`src/rx_pkg.sv`:
```
// Constants, types and helper functions for the four-channel resolver interface.
// Operation
// RQ1 - Excitation control: 32 bits, upper 12 used
// RQ2 - One excitation waveform serves all four channels
// RQ3 - Top 8 bits: phase shift, 1/512 cycle
// RQ4 - Sample sine and cosine on phase clock rise
// RQ5 - Magnitude code gives 1/4, 1/2, 3/4, full
// RQ6 - Frequency code divides phase clock by 1,2,4,6
// RQ7 - Sum of squares computed each phase cycle
// RQ8 - Direction sense from encoder control bit 2
// RQ9 - Add sine and cosine offsets before arctangent
// RQ10 - Result upper half: angle, 65536 per cycle
// RQ11 - Result lower half: sum-of-squares magnitude
// RQ12 - Top four magnitude bits zero sets loss
// RQ13 - Software keeps magnitude at or below 32767
// RQ14 - Angle at result address, magnitude separately
// RQ15 - Loss flag is status register bit 31
// RQ16 - Both result halves update together
package rx_pkg;

	localparam int RX_CHANNELS = 4;
	localparam int RX_CORDIC_STEPS = 14;

	// Register map, byte addresses
	localparam logic [11:0] RX_ADDR_EXC = 12'h000;
	localparam logic [11:0] RX_ADDR_IRQ_STAT = 12'h004;
	localparam logic [11:0] RX_ADDR_IRQ_MASK = 12'h008;
	localparam logic [4:0] RX_CH_SEL = 5'h01;
	localparam int RX_CH_SEL_LSB = 7;
	localparam int RX_CH_IDX_LSB = 5;
	localparam logic [4:0] RX_REG_ENC = 5'h00;
	localparam logic [4:0] RX_REG_SOFF = 5'h04;
	localparam logic [4:0] RX_REG_COFF = 5'h08;
	localparam logic [4:0] RX_REG_RESULT = 5'h0C;
	localparam logic [4:0] RX_REG_STATUS = 5'h10;
	localparam logic [4:0] RX_REG_SOS = 5'h14;

	// Field layout
	localparam int RX_EXC_USED_LSB = 20;
	localparam int RX_SHIFT_LSB = 24;
	localparam int RX_GAIN_LSB = 22;
	localparam int RX_FREQ_LSB = 20;
	localparam int RX_DIR_BIT = 2;
	localparam int RX_LOSS_BIT = 31;
	localparam int RX_IRQ_DONE_BIT = 4;
	localparam int RX_SOS_SHIFT = 15;
	localparam logic [31:0] RX_ENC_RESET = 32'h0000_0007;
	localparam logic [11:0] RX_EXC_RESET = 12'h000;
	localparam logic [19:0] RX_STEPS_PER_CYCLE = 20'h00200;
	localparam logic [15:0] RX_HALF_TURN = 16'h8000;

	// atan(2^-i) in 1/65536 of a turn
	localparam logic [15:0] RX_ATAN [0:RX_CORDIC_STEPS-1] = '{
		16'h2000, 16'h12E4, 16'h09FB, 16'h0511, 16'h028B, 16'h0146, 16'h00A3,
		16'h0051, 16'h0029, 16'h0014, 16'h000A, 16'h0005, 16'h0003, 16'h0001};

	// Quarter sine, 16 points, entry k at bits [16k+15:16k]
	localparam logic [255:0] RX_QSINE = {
		16'h7FD8, 16'h7E9D, 16'h7C29, 16'h7883, 16'h73B5, 16'h6DC9, 16'h66CF, 16'h5ED7,
		16'h55F6, 16'h4C40, 16'h41CE, 16'h36BA, 16'h2B1F, 16'h1F1A, 16'h12C8, 16'h0648};

	typedef struct packed {
		logic signed [15:0] sine;
		logic signed [15:0] cosine;
	} rx_adc_pair_t;

	typedef enum logic [1:0] {
		RX_IDLE = 2'b00,
		RX_LOAD = 2'b01,
		RX_ITER = 2'b11,
		RX_STORE = 2'b10
	} rx_state_t;

	function automatic logic [2:0] rx_freq_div(input logic [1:0] code);
		case (code)
			2'h0: rx_freq_div = 3'h1;
			2'h1: rx_freq_div = 3'h2;
			2'h2: rx_freq_div = 3'h4;
			default: rx_freq_div = 3'h6;
		endcase
	endfunction

	function automatic logic signed [15:0] rx_sine(input logic [8:0] ang);
		logic [3:0] idx;
		logic [15:0] mag;
		idx = ang[7] ? ~ang[6:3] : ang[6:3];
		mag = RX_QSINE[{idx, 4'h0} +: 16];
		rx_sine = ang[8] ? -$signed(mag) : $signed(mag);
	endfunction

	function automatic logic signed [15:0] rx_sat_add(input logic signed [15:0] a,
			input logic signed [15:0] b);
		logic signed [16:0] s;
		s = {a[15], a} + {b[15], b};
		if (s[16] != s[15])
			rx_sat_add = s[16] ? 16'sh8000 : 16'sh7FFF;
		else
			rx_sat_add = s[15:0];
	endfunction

endpackage

```
`src/rx_resolver.sv`:
```
// Four-channel resolver interface: excitation, offset correction, arctangent, loss check.
//
// The address map and the APB register port were chosen for this implementation.
`timescale 1ns/1ps
module rx_resolver import rx_pkg::*; (
	input wire logic clk, // 100 MHz system clock
	input wire logic arst_n, // Asynchronous reset, active low
	input wire logic [11:0] paddr, // APB address
	input wire logic psel, // APB select
	input wire logic penable, // APB enable
	input wire logic pwrite, // APB direction
	input wire logic [31:0] pwdata, // APB write data
	output logic [31:0] prdata, // APB read data
	output logic pready, // APB ready
	output logic pslverr, // APB error on unmapped address
	input wire logic phase_clk, // Phase clock pin
	input wire rx_adc_pair_t [RX_CHANNELS-1:0] adc_in, // Sine and cosine ADC codes
	output logic signed [15:0] exc_out, // Shared excitation sample
	output logic irq // Level interrupt
);

	logic [11:0] exc_ctrl;
	logic [31:0] enc_ctrl [RX_CHANNELS];
	logic [31:0] sin_off [RX_CHANNELS];
	logic [31:0] cos_off [RX_CHANNELS];
	logic [31:0] result [RX_CHANNELS];
	logic [RX_CHANNELS-1:0] loss;
	logic [4:0] irq_stat;
	logic [4:0] irq_mask;
	logic [4:0] irq_set;
	logic [4:0] rd_snap;

	logic [2:0] ph_sync;
	logic phase_rise;
	rx_adc_pair_t [RX_CHANNELS-1:0] adc_s1, adc_s2, samp;

	logic [15:0] period_cnt, period;
	logic [2:0] ph_idx;
	logic [19:0] acc;
	logic [8:0] base;

	rx_state_t state;
	logic [1:0] ch;
	logic [3:0] it;
	logic signed [19:0] cx, cy;
	logic [15:0] cz;
	logic [15:0] sos_hold;
	logic [15:0] angle;
	// Guard bits keep the truncating shifts from eroding small signals
	localparam int RX_GUARD_BITS = 2;
	// With no signal at all the engine would drift to a meaningless angle; report zero
	assign angle = (cx == 20'sh00000) ? 16'h0000 : cz;

	logic setup, access, wr, rd;
	logic [1:0] a_ch;
	logic [4:0] a_reg;
	logic a_chan;
	logic [31:0] next_rdata;
	logic next_err;

	// Phase clock and ADC pins are asynchronous: two flops before use
	always_ff @(posedge clk or negedge arst_n) begin
		if (!arst_n) begin
			ph_sync <= 3'h0;
			adc_s1 <= '0;
			adc_s2 <= '0;
		end else begin
			ph_sync <= {ph_sync[1:0], phase_clk};
			adc_s1 <= adc_in;
			adc_s2 <= adc_s1;
		end
	end
	assign phase_rise = ph_sync[1] & ~ph_sync[2];

	// Samples held while a sweep runs so one sweep uses one consistent set
	always_ff @(posedge clk or negedge arst_n) begin
		if (!arst_n)
			samp <= '0;
		else if (phase_rise && state == RX_IDLE)
			samp <= adc_s2; // see RQ4
	end

	// Phase period measured in clk cycles, used to pace the excitation
	always_ff @(posedge clk or negedge arst_n) begin
		if (!arst_n) begin
			period_cnt <= 16'h0000;
			period <= 16'hFFFF;
		end else if (phase_rise) begin
			period <= period_cnt + 16'h0001;
			period_cnt <= 16'h0000;
		end else if (period_cnt != 16'hFFFF) begin
			period_cnt <= period_cnt + 16'h0001;
		end
	end

	// Excitation phase: 512 steps per excitation cycle, restarted on every fdiv-th phase edge
	logic [2:0] fdiv;
	logic [19:0] denom;
	logic [19:0] acc_up;
	logic [3:0] step;
	localparam int RX_STEP_LIMIT = 8;
	assign fdiv = rx_freq_div(exc_ctrl[RX_FREQ_LSB-RX_EXC_USED_LSB +: 2]); // see RQ6
	assign denom = 20'(period) * 20'(fdiv);

	// At most eight steps per clk: period times divisor must reach 64 clk or the wave lags
	always_comb begin
		acc_up = acc + RX_STEPS_PER_CYCLE;
		step = 4'h0;
		for (int i = 0; i < RX_STEP_LIMIT; i++) begin
			if (acc_up >= denom) begin
				acc_up = acc_up - denom;
				step = step + 4'h1;
			end
		end
	end

	always_ff @(posedge clk or negedge arst_n) begin
		if (!arst_n) begin
			ph_idx <= 3'h0;
			acc <= 20'h00000;
			base <= 9'h000;
		end else if (phase_rise && ph_idx >= fdiv - 3'h1) begin
			ph_idx <= 3'h0;
			acc <= 20'h00000;
			base <= 9'h000;
		end else begin
			if (phase_rise)
				ph_idx <= ph_idx + 3'h1;
			acc <= acc_up;
			base <= base + 9'(step);
		end
	end

	// One waveform for all channels, shifted and scaled by the shared control
	logic [8:0] exc_ang;
	logic signed [15:0] exc_raw;
	logic signed [18:0] exc_scaled;
	assign exc_ang = base + {1'b0, exc_ctrl[RX_SHIFT_LSB-RX_EXC_USED_LSB +: 8]}; // see RQ3
	assign exc_raw = rx_sine(exc_ang);
	assign exc_scaled = exc_raw * $signed({2'b00, exc_ctrl[RX_GAIN_LSB-RX_EXC_USED_LSB +: 2]}
		+ 4'h1);

	always_ff @(posedge clk or negedge arst_n) begin
		if (!arst_n)
			exc_out <= 16'sh0000;
		else
			exc_out <= exc_scaled[17:2]; // see RQ2 see RQ5
	end

	// Compensated inputs and magnitude of the selected channel
	logic signed [15:0] comp_s, comp_c;
	logic [32:0] sq_sum;
	logic signed [31:0] sq_s, sq_c;
	logic [17:0] sos_wide;
	assign comp_s = rx_sat_add(samp[ch].sine, sin_off[ch][15:0]); // see RQ9
	assign comp_c = rx_sat_add(samp[ch].cosine, cos_off[ch][15:0]); // see RQ9
	assign sq_s = comp_s * comp_s;
	assign sq_c = comp_c * comp_c;
	assign sq_sum = 33'($unsigned(sq_s)) + 33'($unsigned(sq_c));
	assign sos_wide = sq_sum[RX_SOS_SHIFT +: 18];

	// Iterative vectoring engine shared by the four channels, 16 cycles each
	always_ff @(posedge clk or negedge arst_n) begin
		if (!arst_n) begin
			state <= RX_IDLE;
			ch <= 2'h0;
			it <= 4'h0;
			cx <= 20'sh00000;
			cy <= 20'sh00000;
			cz <= 16'h0000;
			sos_hold <= 16'h0000;
		end else begin
			case (state)
				RX_IDLE: begin
					if (phase_rise) begin
						state <= RX_LOAD;
						ch <= 2'h0;
					end
				end
				RX_LOAD: begin
					// Fold the left half-plane over so the iterations converge
					cx <= (comp_c[15] ? -20'(comp_c) : 20'(comp_c)) <<< RX_GUARD_BITS;
					cy <= (comp_c[15] ? -20'(comp_s) : 20'(comp_s)) <<< RX_GUARD_BITS;
					cz <= comp_c[15] ? RX_HALF_TURN : 16'h0000;
					sos_hold <= (sos_wide[17:16] != 2'h0) ? 16'hFFFF : sos_wide[15:0]; // see RQ7
					it <= 4'h0;
					state <= RX_ITER;
				end
				RX_ITER: begin
					if (!cy[19]) begin
						cx <= cx + (cy >>> it);
						cy <= cy - (cx >>> it);
						cz <= cz + RX_ATAN[it];
					end else begin
						cx <= cx - (cy >>> it);
						cy <= cy + (cx >>> it);
						cz <= cz - RX_ATAN[it];
					end
					if (it == 4'(RX_CORDIC_STEPS - 1))
						state <= RX_STORE;
					else
						it <= it + 4'h1;
				end
				RX_STORE: begin
					if (ch == 2'(RX_CHANNELS - 1)) begin
						state <= RX_IDLE;
					end else begin
						ch <= ch + 2'h1;
						state <= RX_LOAD;
					end
				end
				default: state <= RX_IDLE;
			endcase
		end
	end

	// Angle and magnitude written in one edge so a read never splits them
	always_ff @(posedge clk or negedge arst_n) begin
		if (!arst_n) begin
			for (int i = 0; i < RX_CHANNELS; i++)
				result[i] <= 32'h0000_0000;
			loss <= '0;
		end else if (state == RX_STORE) begin
			result[ch] <= {enc_ctrl[ch][RX_DIR_BIT] ? angle : -angle, sos_hold}; // see RQ8 see RQ10 see RQ11 see RQ16
			loss[ch] <= (sos_hold[15:12] == 4'h0); // see RQ12
		end
	end

	always_comb begin
		irq_set = 5'h00;
		if (state == RX_STORE) begin
			irq_set[ch] = (sos_hold[15:12] == 4'h0) && !loss[ch];
			irq_set[RX_IRQ_DONE_BIT] = (ch == 2'(RX_CHANNELS - 1));
		end
	end

	// APB decode
	assign setup = psel & ~penable;
	assign access = psel & penable & pready;
	assign wr = access & pwrite & ~pslverr;
	assign rd = access & ~pwrite;
	assign a_chan = (paddr[11:RX_CH_SEL_LSB] == RX_CH_SEL);
	assign a_ch = paddr[RX_CH_IDX_LSB +: 2];
	assign a_reg = paddr[4:0];

	always_comb begin
		next_rdata = 32'h0000_0000;
		next_err = 1'b0;
		if (paddr == RX_ADDR_EXC)
			next_rdata = {exc_ctrl, 20'h00000}; // see RQ1
		else if (paddr == RX_ADDR_IRQ_STAT)
			next_rdata = {27'h0, irq_stat};
		else if (paddr == RX_ADDR_IRQ_MASK)
			next_rdata = {27'h0, irq_mask};
		else if (a_chan) begin
			case (a_reg)
				RX_REG_ENC: next_rdata = enc_ctrl[a_ch];
				RX_REG_SOFF: next_rdata = sin_off[a_ch];
				RX_REG_COFF: next_rdata = cos_off[a_ch];
				RX_REG_RESULT: next_rdata = result[a_ch]; // see RQ14
				RX_REG_STATUS: next_rdata = {loss[a_ch], 31'h0}; // see RQ15
				RX_REG_SOS: next_rdata = {16'h0000, result[a_ch][15:0]}; // see RQ14
				default: next_err = 1'b1;
			endcase
		end else begin
			next_err = 1'b1;
		end
	end

	// Read data latched in the setup cycle; access completes with no wait state
	always_ff @(posedge clk or negedge arst_n) begin
		if (!arst_n) begin
			prdata <= 32'h0000_0000;
			pslverr <= 1'b0;
			pready <= 1'b0;
		end else begin
			pready <= 1'b1;
			if (setup) begin
				prdata <= pwrite ? 32'h0000_0000 : next_rdata;
				pslverr <= next_err;
			end
		end
	end

	always_ff @(posedge clk or negedge arst_n) begin
		if (!arst_n) begin
			exc_ctrl <= RX_EXC_RESET;
			irq_mask <= 5'h00;
			for (int i = 0; i < RX_CHANNELS; i++) begin
				enc_ctrl[i] <= RX_ENC_RESET;
				sin_off[i] <= 32'h0000_0000;
				cos_off[i] <= 32'h0000_0000;
			end
		end else if (wr) begin
			if (paddr == RX_ADDR_EXC)
				exc_ctrl <= pwdata[31:RX_EXC_USED_LSB]; // see RQ1
			else if (paddr == RX_ADDR_IRQ_MASK)
				irq_mask <= pwdata[4:0];
			else if (a_chan && a_reg == RX_REG_ENC)
				enc_ctrl[a_ch] <= pwdata;
			else if (a_chan && a_reg == RX_REG_SOFF)
				sin_off[a_ch] <= pwdata;
			else if (a_chan && a_reg == RX_REG_COFF)
				cos_off[a_ch] <= pwdata;
		end
	end

	// Only bits actually returned are cleared, and a new event wins over the clear
	assign rd_snap = (rd && paddr == RX_ADDR_IRQ_STAT) ? prdata[4:0] : 5'h00;

	always_ff @(posedge clk or negedge arst_n) begin
		if (!arst_n) begin
			irq_stat <= 5'h00;
			irq <= 1'b0;
		end else begin
			irq_stat <= (irq_stat & ~rd_snap) | irq_set;
			irq <= |(irq_stat & irq_mask);
		end
	end

endmodule

```
`config.mk`:
```
export PLATFORM = sky130hd
export DESIGN_NAME = rx_resolver
export DESIGN_NICKNAME = d
export VERILOG_FILES = /design/src/rx_pkg.sv /design/src/rx_resolver.sv
export SDC_FILE = /design/constraint.sdc
export NUM_CORES = 2
export LEC_CHECK = 0
export ABC_AREA = 1
export BUFFER_PORTS_ARGS = -buffer_cell sky130_fd_sc_hd__buf_2
export CAP_MARGIN = 10
export CELL_PAD_IN_SITES_DETAIL_PLACEMENT = 0
export CELL_PAD_IN_SITES_GLOBAL_PLACEMENT = 2
export CORE_ASPECT_RATIO = 0.7
export CORE_MARGIN = 1.5
export CORE_UTILIZATION = 40
export CTS_BUF_LIST = sky130_fd_sc_hd__clkbuf_2
export CTS_CLUSTER_DIAMETER = 80
export DETAILED_ROUTE_END_ITERATION = 7
export PLACE_DENSITY = 0.79
export SETUP_SLACK_MARGIN = 0.05
export SKIP_CTS_REPAIR_TIMING = 1
export SLEW_MARGIN = 25
export SYNTH_ARGS = -nofsm -noshare
export SYNTH_HDL_FRONTEND = slang
export SYNTH_SLANG_ARGS = --single-unit
```
`constraint.sdc`:
```
create_clock -name clk -period 29.3 [get_ports clk]
set_input_delay 5.86 -clock clk [delete_from_list [all_inputs] [get_ports clk]]
set_output_delay 5.86 -clock clk [all_outputs]
set_load 0.01 [all_outputs]
```
==> flow_summary.json <==
{
  "status": "complete, no violations",
  "synth-xor-area-share": 0.04376,
  "synth_fa_ha_area_frac": 0.2077,
  "cp-end-kind": "register",
  "htreeDepth": 5,
  "grt_overflow": 0,
  "drive_gt1_frac": 0.09646,
  "cts_root_buf": "clkbuf_2",
  "vias": 67250,
  "synth_top_family_by_area": "adder cells",
  "synth_area_um2": 81440,
  "ys_types": 70,
  "postLayoutCoreUtil": 0.4357,
  "slowest_stage": "fa_1",
  "layout.nets": 11350,
  "holdCritPathClass": "register to register",
  "drv_cap": 0,
  "wl_per_cell_um": 20.09,
  "drt-initial-drc-count": 5335,
  "worstSetupStartpointType": "register",
  "synth_edf_count": 0,
  "cts_tree": "built",
  "clk_latency_ns": 1.54,
  "synth_fp_nets": 11110,
  "crit_path_frequent_cell": "nand2_1",
  "start_util": 0.4028,
  "numCtsBuffers": 295,
  "dp_cells": 12560,
  "worstSetupPathType": "register to register",
  "cp_slowest_stage_delay_ns": 0.54,
  "gp_congestion": 0.8809,
  "finalHoldViolCount": 0,
  "hpwlAfterDp_um": 192800,
  "post-route-period-util": 0.9051,
  "whs_ns": 0.2517,
  "synth-simple-area-share": 0.1672,
  "wirelength_um": 262300,
  "fmax_mhz": 37.71,
  "first_global_vias": 67040,
  "critPathArrivalTime_ns": 27.83,
  "synth_compound_area_frac": 0.1474,
  "syn_area_per_cell_um2": 8.230,
  "clock_skew_ns": 0.2189,
  "cts_max_path_buffers": 4,
  "fillers": 20570,
  "path_delay_family": "simple AND/OR/NAND/NOR gates",
  "antenna_left": 0,
  "cp.required_ns": 30.61,
  "setup_tns_ns": 0,
  "layoutNonFillerInstCount": 13060,
  "design.die.area_um2": 206400,
  "grt_max_degree": 182,
  "fp.dieW_um": 542.3,
  "antenna_found_initial": 11,
  "regArea_um2": 28070,
  "slew_headroom": 0.1736,
  "path_buf_inv": 23,
  "period_minus_slack_ns": 26.52,
  "setup_viol": 0,
  "multi_input_area_um2": 46400,
  "grt_setup_unrepaired": "no",
  "dr.pass1.iters": 6,
  "die_y_um": 380.5,
  "portBuffers": 228,
  "synth_ff_type": "dfrtp_1",
  "async_reset_ff_frac": 1.000,
  "netlist_instances": 9895,
  "tightest_slew_ns": 1.240,
  "drc": 0,
  "clk_pin_slew_ns": 0.12,
  "grt_pass1_wl_um": 406900,
  "cts.sink_count": 1120,
  "core_region_area_um2": 202200,
  "drv_slew": 0,
  "io_pins": 229,
  "viasPerCell": 5.150,
  "grt_use_total": 0.2542,
  "rows": 138,
  "yosysWarnings": 0,
  "area_growth_pct": 8.175,
  "critical_path.max_fanout": 36,
  "ys_ff_latch": 1120,
  "synth-seq-area-share": 0.3446,
  "synthMuxAreaShare": 0.001844
}
## area by class of cell
cell class              count  area share
clock buffers             402     0.02284
clock inverters            90    0.006263
repair buffers            352     0.02405
diodes                      3  0.00008522
flip-flops and latches   1120      0.3186
inverters                1465     0.06263
repair inverters            1  0.00005681
well taps                2730     0.03877
multi-input cells        6895      0.5267
## layout by cell type, fill, tap and decap left out, types with 24 or more instances in the layout
cell / n
a21oi_1: 401
a22oi_1: 234
buf_2: 227
buf_4: 119
clkbuf_2: 402
clkinv_1: 84
dfrtp_1: 1088
dfstp_2: 28
fa_1: 520
ha_1: 520
inv_1: 1423
nand2_1: 2162
nand2_2: 44
nand3_1: 207
nand3_2: 28
nand4_1: 49
nor2_1: 686
nor3_1: 60
o21ai_0: 1031
o21ai_1: 26
o21bai_1: 50
o221ai_1: 38
o22ai_1: 107
o31ai_1: 24
or2_2: 36
xnor2_1: 135
xor2_1: 270
## stage by stage
| stage | instance area, um^2 | setup slack, ns |
|---|---|---|
| after floorplan | 81440 | 4.065 |
| after global placement | 85460 | 2.043 |
| after detailed placement | 85470 | 1.797 |
| after CTS | 88040 | 1.747 |
| after global routing | 88090 | 0.07034 |
| final | 88100 | 2.781 |
## flip-flops by register name, indices dropped and copies added, names as in the netlist, 4 cells and up
name and flops:
irq_stat 5, period 16, cz 16, exc_out 16, exc_ctrl 12, cx 20, cos_off 128, base 9
it 4, irq_mask 5, adc_s2 128, prdata 32, period_cnt 16, adc_s1 128, result 128, acc 20
samp 128, sin_off 128, loss 4, cy 20, sos_hold 16, enc_ctrl 128
## path summary, 6_finish.rpt
kind | from | endpoint | cells past startpoint | slack (ns)
worst max-delay path | exc_ctrl[1] | base[8] | 167 | 2.78
worst min-delay path | adc_s1[37] | adc_s2[37] | 0 | 0.25
worst max register to register | exc_ctrl[1] | base[8] | 167 | 2.78
worst min register to register | adc_s1[37] | adc_s2[37] | 0 | 0.25
max in group asynchronous | arst_n | adc_s1[37] | 5 | 21.23
min in group asynchronous | arst_n | sin_off[115] | 1 | 4.42
## cell families (layout without fill, tap and decap cells)
logic type | Yosys count | count (layout)
AND/OR/NAND/NOR | 3349 | 3349
XOR/XNOR | 406 | 406
buffers and inverters | 1880 | 2310
other | 1 | 4
AO/OA/AOI/OAI | 2084 | 2084
adder cells (fa/ha/maj) | 1040 | 1040
flip-flops | 1120 | 1120
multiplexers | 15 | 15
## routing by layer
metal / share of wire / wire (um) / global-route usage
met5: 0.000099 / 26 / 0
met1: 0.51 / 132600 / 0.3920
met2: 0.42 / 109700 / 0.3708
met3: 0.055 / 14300 / 0.03659
met4: 0.022 / 5702 / 0.06003
## worst register-to-register path: cells and delay by family (launching register included)
family                   cells  cell delay [ns]
buffers and inverters       23             3.29
AND/OR/NAND/NOR             89             9.18
flip-flops                   1             0.42
adder cells (fa/ha/maj)     17             5.62
XOR/XNOR                     2             0.27
AO/OA/AOI/OAI               36             7.72
## synthesized netlist by cell type, drive strengths merged, types with 4 or more instances
library cell  count  share of area
a21boi            5        0.00046
o32ai            11         0.0012
mux2i            15         0.0018
nor3             66         0.0044
nand2          2218           0.10
a31oi            23         0.0018
o2111ai           4        0.00043
nand4            49         0.0038
buf              37         0.0024
o21ai          1059          0.065
dfstp            28         0.0090
inv            1446          0.067
o21bai           50         0.0046
a22oi           234          0.022
a221oi            4        0.00043
clkinv           19        0.00088
a211oi           22         0.0020
clkbuf          378          0.017
nor2            710          0.033
a2111oi           6        0.00065
a22o             22         0.0024
and2              7        0.00054
a21oi           403          0.025
xnor2           136          0.015
o22ai           107         0.0082
nand3b            6        0.00055
a221o            10         0.0012
fa              520           0.13
a21o             20         0.0018
ha              520          0.080
o221ai           38         0.0041
nand3           235          0.015
o211ai           24         0.0023
o21a              4        0.00037
xor2            270          0.029
or2              37         0.0028
o31ai            24         0.0022
dfrtp          1092           0.34
nor4             18         0.0014
Power is left out: the tool's default activity adds up to more than one toggle a clock period on the data nets, which glitch-free logic cannot reach.
